==> src/rtl/gcf_pkg.sv <==
package gcf_pkg;
    // ------------------------------------------------------------
    // Configuration byte addresses (word index = address / 4, except feature control at 0x2)
    // ------------------------------------------------------------
    localparam logic [3:0] ADDR_PENDING_EVENT_FLAGS = 4'h0;
    localparam logic [3:0] ADDR_EVENT_CLEAR_STROBE = 4'h4;
    localparam logic [3:0] ADDR_SCANOUT_COUNT = 4'h8;
    localparam logic [3:0] ADDR_RESERVED_WORD = 4'hc;
    localparam logic [3:0] ADDR_FEATURE_CTRL = 4'h2;
    localparam int EVENT_DISPLAY_BIT = 0;
    localparam int FEATURE_EDID_BIT = 1;
    localparam int FEATURE_SHARED_BIT = 2;
    localparam int FLAG_FENCE_BIT = 0;
    localparam logic [31:0] PENDING_RESET = 32'h0000_0000;
    localparam logic [31:0] FEATURE_RESET = 32'h0000_0000;
    localparam logic [4:0] SCANOUT_MIN = 5'h01;
    localparam logic [4:0] SCANOUT_MAX = 5'h10;
    localparam logic [4:0] SCANOUT_DEFAULT = 5'h01;
    localparam int QUEUE_CONTROL = 0;
    localparam int QUEUE_CURSOR = 1;
    // ------------------------------------------------------------
    // Header type codes
    // ------------------------------------------------------------
    localparam logic [31:0] CMD_BASE_2D = 32'h0000_0100;
    localparam logic [31:0] CMD_BASE_3D = 32'h0000_0200;
    localparam logic [31:0] CMD_BASE_CURSOR = 32'h0000_0300;
    localparam logic [31:0] CMD_DISPLAY_INFO = 32'h0000_0100;
    localparam logic [31:0] CMD_CREATE_2D = 32'h0000_0101;
    localparam logic [31:0] CMD_UNREF = 32'h0000_0102;
    localparam logic [31:0] CMD_SET_SCANOUT = 32'h0000_0103;
    localparam logic [31:0] CMD_FLUSH = 32'h0000_0104;
    localparam logic [31:0] CMD_TRANSFER_TO_HOST = 32'h0000_0105;
    localparam logic [31:0] CMD_ATTACH_BACKING = 32'h0000_0106;
    localparam logic [31:0] CMD_DETACH_BACKING = 32'h0000_0107;
    localparam logic [31:0] CMD_CAPSET_INFO = 32'h0000_0108;
    localparam logic [31:0] CMD_CAPSET = 32'h0000_0109;
    localparam logic [31:0] CMD_EDID = 32'h0000_010a;
    localparam logic [31:0] CMD_CREATE_2D_SHARED = 32'h0000_010b;
    localparam logic [31:0] CMD_3D_LAST = 32'h0000_0208;
    localparam logic [31:0] CMD_UPDATE_CURSOR = 32'h0000_0300;
    localparam logic [31:0] CMD_MOVE_CURSOR = 32'h0000_0301;
    localparam logic [31:0] SUCCESS_NO_PAYLOAD = 32'h0000_1100;
    localparam logic [31:0] OK_DISPLAY_INFO = 32'h0000_1101;
    localparam logic [31:0] OK_CAPSET_INFO = 32'h0000_1102;
    localparam logic [31:0] OK_CAPSET = 32'h0000_1103;
    localparam logic [31:0] OK_EDID = 32'h0000_1104;
    localparam logic [31:0] ERROR_UNSPECIFIED = 32'h0000_1200;
    localparam logic [31:0] ERR_OUT_OF_MEMORY = 32'h0000_1201;
    localparam logic [31:0] ERR_INVALID_SCANOUT = 32'h0000_1202;
    localparam logic [31:0] ERR_INVALID_RESOURCE = 32'h0000_1203;
    localparam logic [31:0] ERR_INVALID_CONTEXT = 32'h0000_1204;
    localparam logic [31:0] ERR_INVALID_PARAMETER = 32'h0000_1205;
    localparam logic [31:0] ERR_NO_BACKING = 32'h0000_1206;
    localparam logic [2:0] ERR_SEL_MAX = 3'h6;
endpackage

==> src/rtl/gcf_top.sv <==
// Summary of operation
// - Pending-event word readable; each set bit is one pending event.
// - Writing one to event-clear clears the matching pending bit.
// - Scanout count reports maximum outputs, held between 1 and 16.
// - Display configuration change sets pending bit 0.
// - Config space is four 32-bit words: events, clear, count, reserved.
// - Unfenced control requests may be answered before processing ends.
// - Fenced request: echo flag and fence identifier, answer after completion.
// - Requests and responses carry type, flags, fence, context, padding.
// - Command codes run consecutively from 0x0100, 0x0200 and 0x0300.
// - Success answers 0x1100, or the payload-specific success code.
// - Failures answer consecutive error codes from 0x1200.
// - Cursor update sets shape and position; move changes position only.
// - Unaccelerated mode supports transfers only from guest into host.
// - Driver still issues transfers; device may copy instead of mapping.
// - Feature bit 1 is EDID, bit 2 shared resources; gate those commands.
// - Queue 0 carries control, queue 1 carries cursor updates.
module gcf_top (
    input wire logic clk,
    input wire logic rst_n,
    input wire logic [3:0] cfg_addr,
    input wire logic [31:0] cfg_wdata,
    input wire logic cfg_wr,
    input wire logic cfg_rd,
    output logic [31:0] cfg_rdata,
    input wire logic display_change_pin,
    input wire logic [4:0] scanout_limit,
    input wire logic req_valid,
    input wire logic req_queue,
    input wire logic [31:0] req_type,
    input wire logic [31:0] req_flags,
    input wire logic [63:0] req_fence_identifier,
    input wire logic [31:0] req_render_context_id,
    output logic req_ready,
    input wire logic work_done,
    input wire logic work_error,
    input wire logic [2:0] work_error_sel,
    output logic work_start,
    output logic [31:0] work_type,
    output logic resp_valid,
    output logic resp_queue,
    output logic [31:0] resp_type,
    output logic [31:0] resp_flags,
    output logic [63:0] resp_fence_identifier,
    output logic [31:0] resp_render_context_id,
    output logic [31:0] resp_padding,
    output logic cursor_shape_load,
    output logic cursor_pos_load,
    output logic [31:0] feature_ctrl
);
    typedef enum logic [1:0] {GCF_IDLE, GCF_BUSY, GCF_ANSWER} gcf_state_t;

    // ------------------------------------------------------------
    // Error code selection
    // ------------------------------------------------------------
    function automatic logic [31:0] err_code(input logic [2:0] sel);
        logic [2:0] s;
        s = (sel > gcf_pkg::ERR_SEL_MAX) ? 3'h0 : sel;
        err_code = gcf_pkg::ERROR_UNSPECIFIED + {29'h0, s};
    endfunction

    gcf_state_t state_reg;
    logic [31:0] pending_reg;
    logic [31:0] feature_reg;
    logic [4:0] scanout_reg;
    logic chg_sync;
    logic chg_seen_reg;
    logic known;
    logic is_cursor_cmd;
    logic sets_shape;
    logic [31:0] ok_type;
    logic fence_reg;
    logic [31:0] ok_reg;
    logic display_event;

    // ------------------------------------------------------------
    // Display change detection
    // ------------------------------------------------------------
    gcf_sync u_sync (
        .clk(clk),
        .rst_n(rst_n),
        .async_in(display_change_pin),
        .sync_out(chg_sync)
    );

    always_ff @(posedge clk or negedge rst_n) begin
        if (!rst_n) begin
            chg_seen_reg <= 1'b0;
        end else begin
            chg_seen_reg <= chg_sync;
        end
    end

    assign display_event = chg_sync & ~chg_seen_reg;

    // ------------------------------------------------------------
    // Pending events: set wins over clear
    // ------------------------------------------------------------
    always_ff @(posedge clk or negedge rst_n) begin
        if (!rst_n) begin
            pending_reg <= gcf_pkg::PENDING_RESET;
        end else begin
            logic [31:0] pending_next;
            pending_next = pending_reg;
            if (cfg_wr && cfg_addr == gcf_pkg::ADDR_EVENT_CLEAR_STROBE) begin
                pending_next = pending_next & ~cfg_wdata;
            end
            if (display_event) begin
                pending_next[gcf_pkg::EVENT_DISPLAY_BIT] = 1'b1;
            end
            pending_reg <= pending_next;
        end
    end

    // ------------------------------------------------------------
    // Scanout count and feature control
    // ------------------------------------------------------------
    // Limit is a strap resampled on every clock after reset release, clamped to the legal range
    always_ff @(posedge clk or negedge rst_n) begin
        if (!rst_n) begin
            scanout_reg <= gcf_pkg::SCANOUT_DEFAULT;
        end else if (scanout_limit < gcf_pkg::SCANOUT_MIN) begin
            scanout_reg <= gcf_pkg::SCANOUT_MIN;
        end else if (scanout_limit > gcf_pkg::SCANOUT_MAX) begin
            scanout_reg <= gcf_pkg::SCANOUT_MAX;
        end else begin
            scanout_reg <= scanout_limit;
        end
    end

    always_ff @(posedge clk or negedge rst_n) begin
        if (!rst_n) begin
            feature_reg <= gcf_pkg::FEATURE_RESET;
        end else if (cfg_wr && cfg_addr == gcf_pkg::ADDR_FEATURE_CTRL) begin
            feature_reg <= cfg_wdata & 32'h0000_0006;
        end
    end

    always_ff @(posedge clk or negedge rst_n) begin
        if (!rst_n) begin
            feature_ctrl <= gcf_pkg::FEATURE_RESET;
        end else begin
            feature_ctrl <= feature_reg;
        end
    end

    // ------------------------------------------------------------
    // Configuration read port
    // ------------------------------------------------------------
    // Writes to the pending word and the scanout word fall through unused
    always_ff @(posedge clk or negedge rst_n) begin
        if (!rst_n) begin
            cfg_rdata <= 32'h0000_0000;
        end else if (cfg_rd) begin
            case (cfg_addr)
                gcf_pkg::ADDR_PENDING_EVENT_FLAGS: cfg_rdata <= pending_reg;
                gcf_pkg::ADDR_SCANOUT_COUNT: cfg_rdata <= {27'h0, scanout_reg};
                gcf_pkg::ADDR_FEATURE_CTRL: cfg_rdata <= feature_reg;
                default: cfg_rdata <= 32'h0000_0000;
            endcase
        end else begin
            cfg_rdata <= 32'h0000_0000;
        end
    end

    // ------------------------------------------------------------
    // Request decoding
    // ------------------------------------------------------------
    gcf_decode u_decode (
        .cmd_type(req_type),
        .queue_sel(req_queue),
        .feat_edid(feature_reg[gcf_pkg::FEATURE_EDID_BIT]),
        .feat_shared(feature_reg[gcf_pkg::FEATURE_SHARED_BIT]),
        .known(known),
        .is_cursor_cmd(is_cursor_cmd),
        .sets_shape(sets_shape),
        .ok_type(ok_type)
    );

    // ------------------------------------------------------------
    // Command lifecycle
    // ------------------------------------------------------------
    // One request in flight; the driver holds req_valid until req_ready
    always_ff @(posedge clk or negedge rst_n) begin
        if (!rst_n) begin
            state_reg <= GCF_IDLE;
            req_ready <= 1'b1;
            work_start <= 1'b0;
            work_type <= 32'h0000_0000;
            resp_valid <= 1'b0;
            resp_queue <= 1'b0;
            resp_type <= 32'h0000_0000;
            resp_flags <= 32'h0000_0000;
            resp_fence_identifier <= 64'h0;
            resp_render_context_id <= 32'h0000_0000;
            resp_padding <= 32'h0000_0000;
            fence_reg <= 1'b0;
            ok_reg <= 32'h0000_0000;
            cursor_shape_load <= 1'b0;
            cursor_pos_load <= 1'b0;
        end else begin
            work_start <= 1'b0;
            resp_valid <= 1'b0;
            cursor_shape_load <= 1'b0;
            cursor_pos_load <= 1'b0;
            case (state_reg)
                GCF_IDLE: begin
                    if (req_valid && req_ready) begin
                        req_ready <= 1'b0;
                        resp_queue <= req_queue;
                        resp_fence_identifier <= 64'h0;
                        resp_flags <= 32'h0000_0000;
                        resp_render_context_id <= req_render_context_id;
                        resp_padding <= 32'h0000_0000;
                        fence_reg <= req_flags[gcf_pkg::FLAG_FENCE_BIT];
                        ok_reg <= ok_type;
                        if (req_flags[gcf_pkg::FLAG_FENCE_BIT]) begin
                            resp_flags[gcf_pkg::FLAG_FENCE_BIT] <= 1'b1;
                            resp_fence_identifier <= req_fence_identifier;
                        end
                        if (!known) begin
                            resp_type <= gcf_pkg::ERROR_UNSPECIFIED;
                            state_reg <= GCF_ANSWER;
                        end else if (is_cursor_cmd) begin
                            cursor_shape_load <= sets_shape;
                            cursor_pos_load <= 1'b1;
                            resp_type <= gcf_pkg::SUCCESS_NO_PAYLOAD;
                            state_reg <= GCF_ANSWER;
                        end else begin
                            work_start <= 1'b1;
                            work_type <= req_type;
                            if (!req_flags[gcf_pkg::FLAG_FENCE_BIT] && ok_type == gcf_pkg::SUCCESS_NO_PAYLOAD) begin
                                // Early answer trades error visibility for latency
                                resp_type <= gcf_pkg::SUCCESS_NO_PAYLOAD;
                                resp_valid <= 1'b1;
                            end
                            state_reg <= GCF_BUSY;
                        end
                    end
                end
                GCF_BUSY: begin
                    if (work_done) begin
                        if (fence_reg || ok_reg != gcf_pkg::SUCCESS_NO_PAYLOAD) begin
                            resp_type <= work_error ? err_code(work_error_sel) : ok_reg;
                            state_reg <= GCF_ANSWER;
                        end else begin
                            req_ready <= 1'b1;
                            state_reg <= GCF_IDLE;
                        end
                    end
                end
                GCF_ANSWER: begin
                    resp_valid <= 1'b1;
                    req_ready <= 1'b1;
                    state_reg <= GCF_IDLE;
                end
                default: begin
                    state_reg <= GCF_IDLE;
                    req_ready <= 1'b1;
                end
            endcase
        end
    end
endmodule

==> src/rtl/gcf_decode.sv <==
module gcf_decode (
    input wire logic [31:0] cmd_type,
    input wire logic queue_sel,
    input wire logic feat_edid,
    input wire logic feat_shared,
    output logic known,
    output logic is_cursor_cmd,
    output logic sets_shape,
    output logic [31:0] ok_type
);
    // ------------------------------------------------------------
    // Command classification
    // ------------------------------------------------------------
    always_comb begin
        known = 1'b0;
        is_cursor_cmd = 1'b0;
        sets_shape = 1'b0;
        ok_type = gcf_pkg::SUCCESS_NO_PAYLOAD;
        if (queue_sel == 1'(gcf_pkg::QUEUE_CURSOR)) begin
            if (cmd_type == gcf_pkg::CMD_UPDATE_CURSOR) begin
                known = 1'b1;
                is_cursor_cmd = 1'b1;
                sets_shape = 1'b1;
            end else if (cmd_type == gcf_pkg::CMD_MOVE_CURSOR) begin
                known = 1'b1;
                is_cursor_cmd = 1'b1;
            end
        end else begin
            if (cmd_type >= gcf_pkg::CMD_BASE_2D && cmd_type <= gcf_pkg::CMD_CREATE_2D_SHARED) begin
                known = 1'b1;
            end
            // 3D group is not decoded and is answered as unknown: this device is unaccelerated
            if (cmd_type == gcf_pkg::CMD_EDID && !feat_edid) begin
                known = 1'b0;
            end
            if (cmd_type == gcf_pkg::CMD_CREATE_2D_SHARED && !feat_shared) begin
                known = 1'b0;
            end
            case (cmd_type)
                gcf_pkg::CMD_DISPLAY_INFO: ok_type = gcf_pkg::OK_DISPLAY_INFO;
                gcf_pkg::CMD_CAPSET_INFO: ok_type = gcf_pkg::OK_CAPSET_INFO;
                gcf_pkg::CMD_CAPSET: ok_type = gcf_pkg::OK_CAPSET;
                gcf_pkg::CMD_EDID: ok_type = gcf_pkg::OK_EDID;
                default: ok_type = gcf_pkg::SUCCESS_NO_PAYLOAD;
            endcase
        end
    end
endmodule

==> src/rtl/gcf_sync.sv <==
module gcf_sync (
    input wire logic clk,
    input wire logic rst_n,
    input wire logic async_in,
    output logic sync_out
);
    logic meta_reg;
    // Two stages; the first is read only by the second
    always_ff @(posedge clk or negedge rst_n) begin
        if (!rst_n) begin
            meta_reg <= 1'b0;
            sync_out <= 1'b0;
        end else begin
            meta_reg <= async_in;
            sync_out <= meta_reg;
        end
    end
endmodule

==> config.mk <==
export PLATFORM = sky130hd
export DESIGN_NAME = gcf_top
export DESIGN_NICKNAME = d
export VERILOG_FILES = /design/src/rtl/gcf_pkg.sv /design/src/rtl/gcf_top.sv /design/src/rtl/gcf_decode.sv /design/src/rtl/gcf_sync.sv
export SDC_FILE = /design/constraint.sdc
export NUM_CORES = 1
export LEC_CHECK = 0
export ABC_AREA = 1
export BUFFER_PORTS_ARGS = -buffer_cell sky130_fd_sc_hd__buf_2
export CORE_AREA = 2 2 198 200
export CTS_CLUSTER_DIAMETER = 150
export DETAILED_ROUTE_END_ITERATION = 16
export DIE_AREA = 0 0 200 202
export PLACE_DENSITY_LB_ADDON = 0.08
export SYNTH_ARGS = -nofsm -noshare
export SYNTH_HDL_FRONTEND = slang
export SYNTH_SLANG_ARGS = --single-unit
export TNS_END_PERCENT = 100
==> constraint.sdc <==
create_clock -name clk -period 2.1 [get_ports clk]
set_input_delay 0.315 -clock clk [delete_from_list [all_inputs] [get_ports clk]]
set_output_delay 0.315 -clock clk [all_outputs]
set_load 0.1 [all_outputs]
==> After elaboration in Yosys (flattened, before gate mapping) <==
Cells that the tools add are included.
{ "op_classes": {"addsub": 1, "magnitude_cmp": 5, "muxes": 55, "n_reduce_logical": 20, "n_eq_ne": 19, "bitwise_logic": 5} }
{ "op_table": {"columns": ["operator", "n"], "rows": [
  ["$mux 32", 9],
  ["$eq 32x9->1 const B", 5],
  ["$pmux 32 s3", 1],
  ["$eq 32x10->1 const B", 2],
  ["$mux 64", 1],
  ["$pmux 32 s2", 1],
  ["$and 32x32->32", 1],
  ["$eq 32x13->1 const B", 1],
  ["$ge 32x9->1 const B", 1],
  ["$le 32x9->1 const B", 1],
  ["$ne 32x13->1 const B", 1],
  ["$not 32->32", 1],
  ["$mux 1", 31],
  ["$add 13x3->14 const A", 1],
  ["$pmux 3 s4", 1],
  ["$mux 2", 5],
  ["$mux 5", 2],
  ["$ne 2x2->1 const B", 4],
  ["$logic_and 1x1->1", 7],
  ["$gt 5x5->1 const B", 1],
  ["$lt 5x1->1 const B", 1],
  ["$reduce_and 5->1", 1],
  ["$eq 4x2->1 const B", 1],
  ["$eq 4x3->1 const B", 1],
  ["18 further kinds", 24]
]} }
{ "totals": {"reg_bits": 278, "inputBits": 213, "elab_cells": 128, "output_inout_bits": 294} }

==> Longest topological paths before layout <==
Gate-level depths: netlist of run 1.
{ "logic_depth": {"word_depth": 10, "depth_mapped": 14} }

==> By module <==
From an unflattened synthesis of run 1, not the netlist that was laid out.
{ "unflattened": {"cells_unflattened": 1385, "hier_area_um2": 12032.8} }
{ "by_module_without_submodules": {"columns": ["module", "cells_each", "area_each_um2", "instances", "seq_area_each_um2"], "rows": [
  ["gcf_top", 1291, 11504.8, 1, 6884.1],
  ["gcf_decode", 92, 478.0, 1, 0.0],
  ["gcf_sync", 2, 50.0, 1, 50.0]
]} }

==> Least setup slack after synthesis of run 1 <==
OpenSTA, ideal clock, no wires.
{ "synth_timing": {"path_kind": "flip-flop to flip-flop", "startpoint": "register req_ready", "endpoint": "register resp_fence_identifier[57]", "setup_slack_ns": 0.148, "path_stages_with_launch": 8, "t_required_ns": 1.980, "n_path_buf": 2, "arrival_ns": 1.832, "cell_sequence": "dfstp_2 nand2_1 nor2_2 inv_2 buf_2 clkbuf_1 nand2_1 nand2_1"} }
{ "synth_via": {"elab_chain_cells": 2} }
{ "synth_rtl": {"columns": ["element", "line", "text"], "rows": [
  ["from (decl)", "gcf_top.sv:34", "output logic req_ready,"],
  ["from (signal assigned)", "gcf_top.sv:187", "req_ready <= 1'b1;"],
  ["from (signal assigned)", "gcf_top.sv:209", "req_ready <= 1'b0;"],
  ["from (signal assigned)", "gcf_top.sv:247", "req_ready <= 1'b1;"],
  ["$logic_and 1x1->1", "gcf_top.sv:208", "if (req_valid && req_ready) begin"],
  ["$reduce_and 2->1 (no source line)", null, null],
  ["to (signal assigned)", "gcf_top.sv:219", "resp_fence_identifier <= req_fence_identifier;"],
  ["to (decl)", "gcf_top.sv:44", "output logic [63:0] resp_fence_identifier,"]
]} }
Every way passes these cells.
A chain may end at the register's enable or synchronous reset.

==> Worst setup path in the final report of run 1 <==
{ "layout_timing": {"startpoint": "register req_ready", "endpoint": "output req_ready"} }
No word-level cell between the ends.

==> results.cfg, run 1 <==
[final_layout]
drive_above_1_share_pct = 28.3
multiInputGateArea_um2 = 2880
fin_nets = 1757
fin_cells = 2081
area_growth_pct = 45.2
largest_reg_flops = 64
fin_util_pct = 35.8
filler_cell_count = 4110
seq_area_um2 = 5580
max_flop_register = resp_fence_identifier

[sta]
finClkSkew_ns = 0.00716
fin_crit_ns = 1.89
final.setup.tns_ns = 0
period_share_pct = 90.2
final-setup-viol-count = 0
rsz0062_at_grt = no
hold_viol_final = 0
tightest_slew_ns = 0.786
slew_viol_final = 0
max_slew_margin_pct = 47.6
timing.fmax_mhz = 528

[cts]
clockBufferDepth = 3
cts_tree = built
path_clk_slew_ns = 0.06
h-tree-depth = 1
cts_sinks = 223
clk_latency_ns = 0.53
cts-root-buf = clkbuf_16
cts.repair.resized = 0
numCtsBuffers = 28

[place]
dp_hpwl_um = 19400
dp_cells = 1898
gp_congestion = 0.741
port_buffers = 356

[pwr]
p_leak_nw = 7.89
irDropWorstVdd_mv = 1.00
power.share.switching_pct = 56.0
sequentialPowerShare_pct = 27.0
p_switching_mw = 12.5
powerDensity_nw_per_um2 = 1630
p_int_mw = 9.82
comb_power_share_pct = 52.5
power.share.clock_pct = 20.5

[die]
core_area_um2 = 38300
start_util_pct = 24.7
pin_count = 507
die_h_um = 202
dieArea_um2 = 40400
die_x_um = 200
rows = 72

[setup_path]
worst_ep_arrival_time_ns = 1.58
path_buf_inv = 1
rr_worst_depth = 7
crit_family = flip-flops
crit_fanout = 4
crit_chain = buf_2
crit_type = register to output port
critPathSlowestCell = dfstp_2
crit_path_end_kind = output port
path_depth = 1
required_ns = 1.78
worstSetupStartpointType = register
cpPeakStageDelay_ns = 0.57

[logic_synthesis]
ys_async_sr_fraction_pct = 100
synth_top_flop_cell = dfrtp_1
synth_area_um2 = 9440
avgSynthCellArea_um2 = 9.03
synth.distinct_cells = 30
yosysWarningCount = 0
ys_seq_elements = 223
syn_inst = 1045
ys_seq_area_share_pct = 59.2
synth_edf_count = 0

[route]
drt_pre_antenna_iters = 4
ant_nets = 0
routed_wl_um = 28500
drt-initial-drc-count = 328
num_vias = 8004
drcViolationCount = 0
post_drt_via_cell_ratio = 3.85
wl_per_cell_um = 13.7

[global_route]
grt_max_degree = 105
grt.overflow.total = 0
grt_pass1_vias = 8002
grt_first_pass_wirelength_um = 44400
track_usage_pct = 13.8
antenna_found_initial = 3

[flow_run]
maxCapViolations = 0

[outcome]
outcome = finished clean

[worst_hold_path]
hold_path_class = primary input to register
hold_depth = 4
cell families after synthesis:
family,count (synthesis),synth area share [%]
AO/OA/AOI/OAI,56,3.22
buffers and inverters,253,15.1
flip-flops,223,59.2
multiplexers,1,0.119
other,1,0.0397
AND/OR/NAND/NOR,511,22.4
layout make-up:
type	instances	share of cell area (%)
tap	518	4.73
clock buffer	43	6.19
sequential	223	40.7
timing repair buffer	508	24.5
inverter	96	2.64
antenna	1	0.0183
multi-input combinational	687	21.0
clock inverter	5	0.219
power by group through the flow:
stage               registers (mW)  logic [mW]  clock network (mW)
finish                        6.02        11.7                4.58
global route                  6.19        12.3                4.98
CTS                           6.03        11.8                4.79
detailed placement            6.08        11.6                   0
global placement              6.06        11.6                   0
floorplan                     13.1        2.68                   0
through the flow:
| step | setup slack (ns) | power [mW] | cell area (um2) | hold WS [ns] |
|---|---|---|---|---|
| 6_report | 0.206 | 22.3 | 13700 | 0.0527 |
| 3_5_place_dp | 0.216 | 17.7 | 11500 | 0.261 |
| 5_1_grt | 0.132 | 23.4 | 13700 | 0.0283 |
| 4_1_cts | 0.150 | 22.7 | 13700 | 0.0120 |
| 2_1_floorplan | 0.148 | 15.7 | 9880 | 0.0194 |
| 3_3_place_gp | 0.217 | 17.7 | 11500 | 0.267 |
cells in the mapped netlist, types with 3 or more instances:
cell type  count  area share (%)
nand2_1      332              13
dfrtp_1      221              59
buf_4        120             9.5
inv_1         84             3.3
nand3_1       77             4.1
nor2_1        76             3.0
a21oi_1       41             2.2
clkbuf_1      27             1.1
inv_2         12            0.48
buf_2          8            0.42
o21ai_0        8            0.42
nor2_2         5            0.33
nand4_1        4            0.27
nor3_1         3            0.16
nor4_1         3            0.20
o211ai_1       3            0.24
worst min-delay path: cells and delay by family:
kind	cells	cell delay, ns
AOI/OAI and AO/OA	1	0.07
buffers and inverters	1	0.07
and+or+nand+nor	2	0.09
per-layer routing:
layer	global-route usage (%)	wire length, um	share of wire [%]
met5	0	11	0.039
met4	4.21	864	3.0
met3	4.97	2560	9.0
met2	22.6	13300	47
met1	17.0	11800	41
what timing repair did:
item / 4_1_cts / 5_1_grt
buffers inserted: 0 / 0
hold buffers: 134 / 0
endpoints found under the hold margin: 177 / 0
endpoints found under the setup margin: 0 / 0
layout by cell type (no fill, tap or decap), drive strengths merged:
cell type,n
nor3,3
mux2,1
diode,1
clkbuf,43
clkinv,4
nand3,79
nand3b,2
a21boi,1
and3,1
buf,374
dfrtp,221
clkinvlp,2
nor2,83
a32o,2
conb,119
nand4,4
nand2,334
a32oi,1
nor4,3
dfstp,2
or2,2
a21oi,41
dlygate4sd3,134
inv,95
o211ai,3
o21ai,8
path summary, 6_finish.rpt:
path                                 start  slack, ns                         to
min in group asynchronous            rst_n       0.28  resp_fence_identifier[24]
hold / removal                cfg_wdata[0]       0.05             pending_reg[0]
setup reg to reg                 req_ready       0.40  resp_fence_identifier[17]
setup / recovery                 req_ready       0.21                  req_ready
hold reg to reg            u_sync.meta_reg       0.35            u_sync.sync_out
max in group asynchronous            rst_n       1.09              work_type[25]
Note: power is estimated with default switching activity, not from simulation.
==> run 2: changes to the inputs <==
Settings changed: CTS_CLUSTER_DIAMETER 150 to 120, PLACE_DENSITY_LB_ADDON 0.08 to default.
==> run 2 against run 1 <==
Highest routed layer unchanged. Combinational power about the same. Non-clock buffer count decreased by 16. Worst setup slack improved by 0.014 ns. Via count increased by 1.4%. Sequential share of layout area increased by 0.58 points. Critical path type unchanged. Largest cell class unchanged. Fmax increased by 0.77%. Wire length decreased by 3.1%.
==> results.cfg, run 2 (synthesis gave the netlist of run 1 again) <==
[sta]
max_slew_margin_pct = 60.7
finClkSkew_ns = 0.0178
holdWs_ns = 0.0250
final.setup.tns_ns = 0
rsz0062_at_grt = no
final-setup-viol-count = 0
hold_viol_final = 0
fin_crit_ns = 1.88
period_share_pct = 89.5
layout_setup_ws_ns = 0.221
slew_viol_final = 0
tightest_slew_ns = 0.593
timing.fmax_mhz = 532

[cts]
h-tree-depth = 1
path_clk_slew_ns = 0.06
clockBufferDepth = 3
numCtsBuffers = 26
cts_tree = built
cts.repair.resized = 0
clk_latency_ns = 0.54
cts_sinks = 223
cts-root-buf = clkbuf_16

[die]
rows = 72
core_area_um2 = 38300
die_h_um = 202
die_x_um = 200
start_util_pct = 24.7
dieArea_um2 = 40400
pin_count = 507

[place]
port_buffers = 356
gp_congestion = 0.791
post-place-ws_ns = 0.0260
dp_hpwl_um = 18700

[final_layout]
area_growth_pct = 43.2
max_flop_register = resp_fence_identifier
drive_above_1_share_pct = 28.6
final_cell_mix = buf_2, nand2_1, dfrtp_1
largest_reg_flops = 64
fin_nets = 1739
layout_commonest_cell = buf_2

[route]
wl_per_cell_um = 13.4
drt-initial-drc-count = 296
routed_wl_um = 27700
ant_nets = 0
num_vias = 8118
drcViolationCount = 0
post_drt_via_cell_ratio = 3.94
drt_pre_antenna_iters = 5

[pwr]
sequentialPowerShare_pct = 27.3
power.share.switching_pct = 56.3
power.share.clock_pct = 20.0
comb_power_share_pct = 52.7
post-layout-total-power_mw = 22.1
p_int_mw = 9.67
p_leak_nw = 7.81
powerDensity_nw_per_um2 = 1640
p_switching_mw = 12.4
irDropWorstVdd_mv = 1.33

[setup_path]
cpPeakStageDelay_ns = 0.58
worstSetupStartpointType = register
crit_path_end_kind = output port
required_ns = 1.78
crit_chain = buf_2
crit_fanout = 4
crit_family = flip-flops
path_buf_inv = 1
critPathSlowestCell = dfstp_2
crit_type = register to output port
worst_ep_arrival_time_ns = 1.56

[global_route]
grt_first_pass_wirelength_um = 41800
grt.overflow.total = 0
track_usage_pct = 13.0
antenna_found_initial = 2
grt_pass1_vias = 8067
grt_max_degree = 105

[worst_hold_path]
hold_path_class = primary input to register

[outcome]
outcome = finished clean

[flow_run]
maxCapViolations = 0
==> run 2: changes by cell type in the layout (fill, tap and decap cells not counted), sizes merged <==
cell / delta
buf: -2
bufinv: +1
clkbuf: -8
clkinv: +3
clkinvlp: -1
dlygate4sd3: -14
inv: +2
==> run 2: per-layer routing <==
layer  GRT usage, %  vias up  routed length, um
li1               -     3933                  -
met1           15.2     3811              11100
met2           22.4      317              13400
met3           4.37       55               2280
met4           4.07        2                857
met5              0        -                 15
==> run 2: worst register-to-register path: stages, from the launching register on <==
cell     delay (ns)
dfstp_2        0.58
nand2_1        0.12
nor2_4         0.18
buf_12         0.41
nand3_1        0.26
nand2_1        0.15
==> run 2: worst paths after layout <==
path | start | end | cells after the start | slack [ns]
worst max-delay path | req_ready | req_ready | 1 | 0.22
worst min-delay path | req_fence_identifier[49] | resp_fence_identifier[49] | 3 | 0.02
worst max register to register | req_ready | resp_fence_identifier[33] | 5 | 0.34
worst min register to register | u_sync.meta_reg | u_sync.sync_out | 0 | 0.35
max in group asynchronous | rst_n | req_ready | 3 | 1.12
min in group asynchronous | rst_n | cfg_rdata[21] | 2 | 0.29
==> run 2: timing repair <==
action                                 in CTS  in global routing
endpoints found under the hold margin     162                  0
hold buffers                              120                  0
buffers inserted                            0                  0
==> run 2: final cells by class <==
type	count	area, um2
Antenna cell	1	2.50
Clock buffer	35	754
Clock inverter	10	96.3
Fill cell	3880	24800
Inverter	96	363
Multi-Input combinational cell	687	2880
Sequential cell	223	5580
Tap cell	518	648
Timing Repair Buffer	492	3190
==> run 2: stage by stage <==
stage                     cells  instance area [um2]  util [%]
after floorplan            1163                 9880         -
final                      2062                13500      35.3
after detailed placement   1896                11500      29.9
after global routing       2062                13500      35.3
after global placement     1896                11500      29.9
after CTS                  2061                13500      35.3
==> run 2: power groups by stage <==
stage	clock network, mW	logic (mW)	registers [mW]
floorplan	0	2.68	13.1
global placement	0	11.4	6.06
detailed placement	0	11.5	6.09
CTS	4.58	11.7	6.04
global route	4.76	12.1	6.19
finish	4.42	11.6	6.04
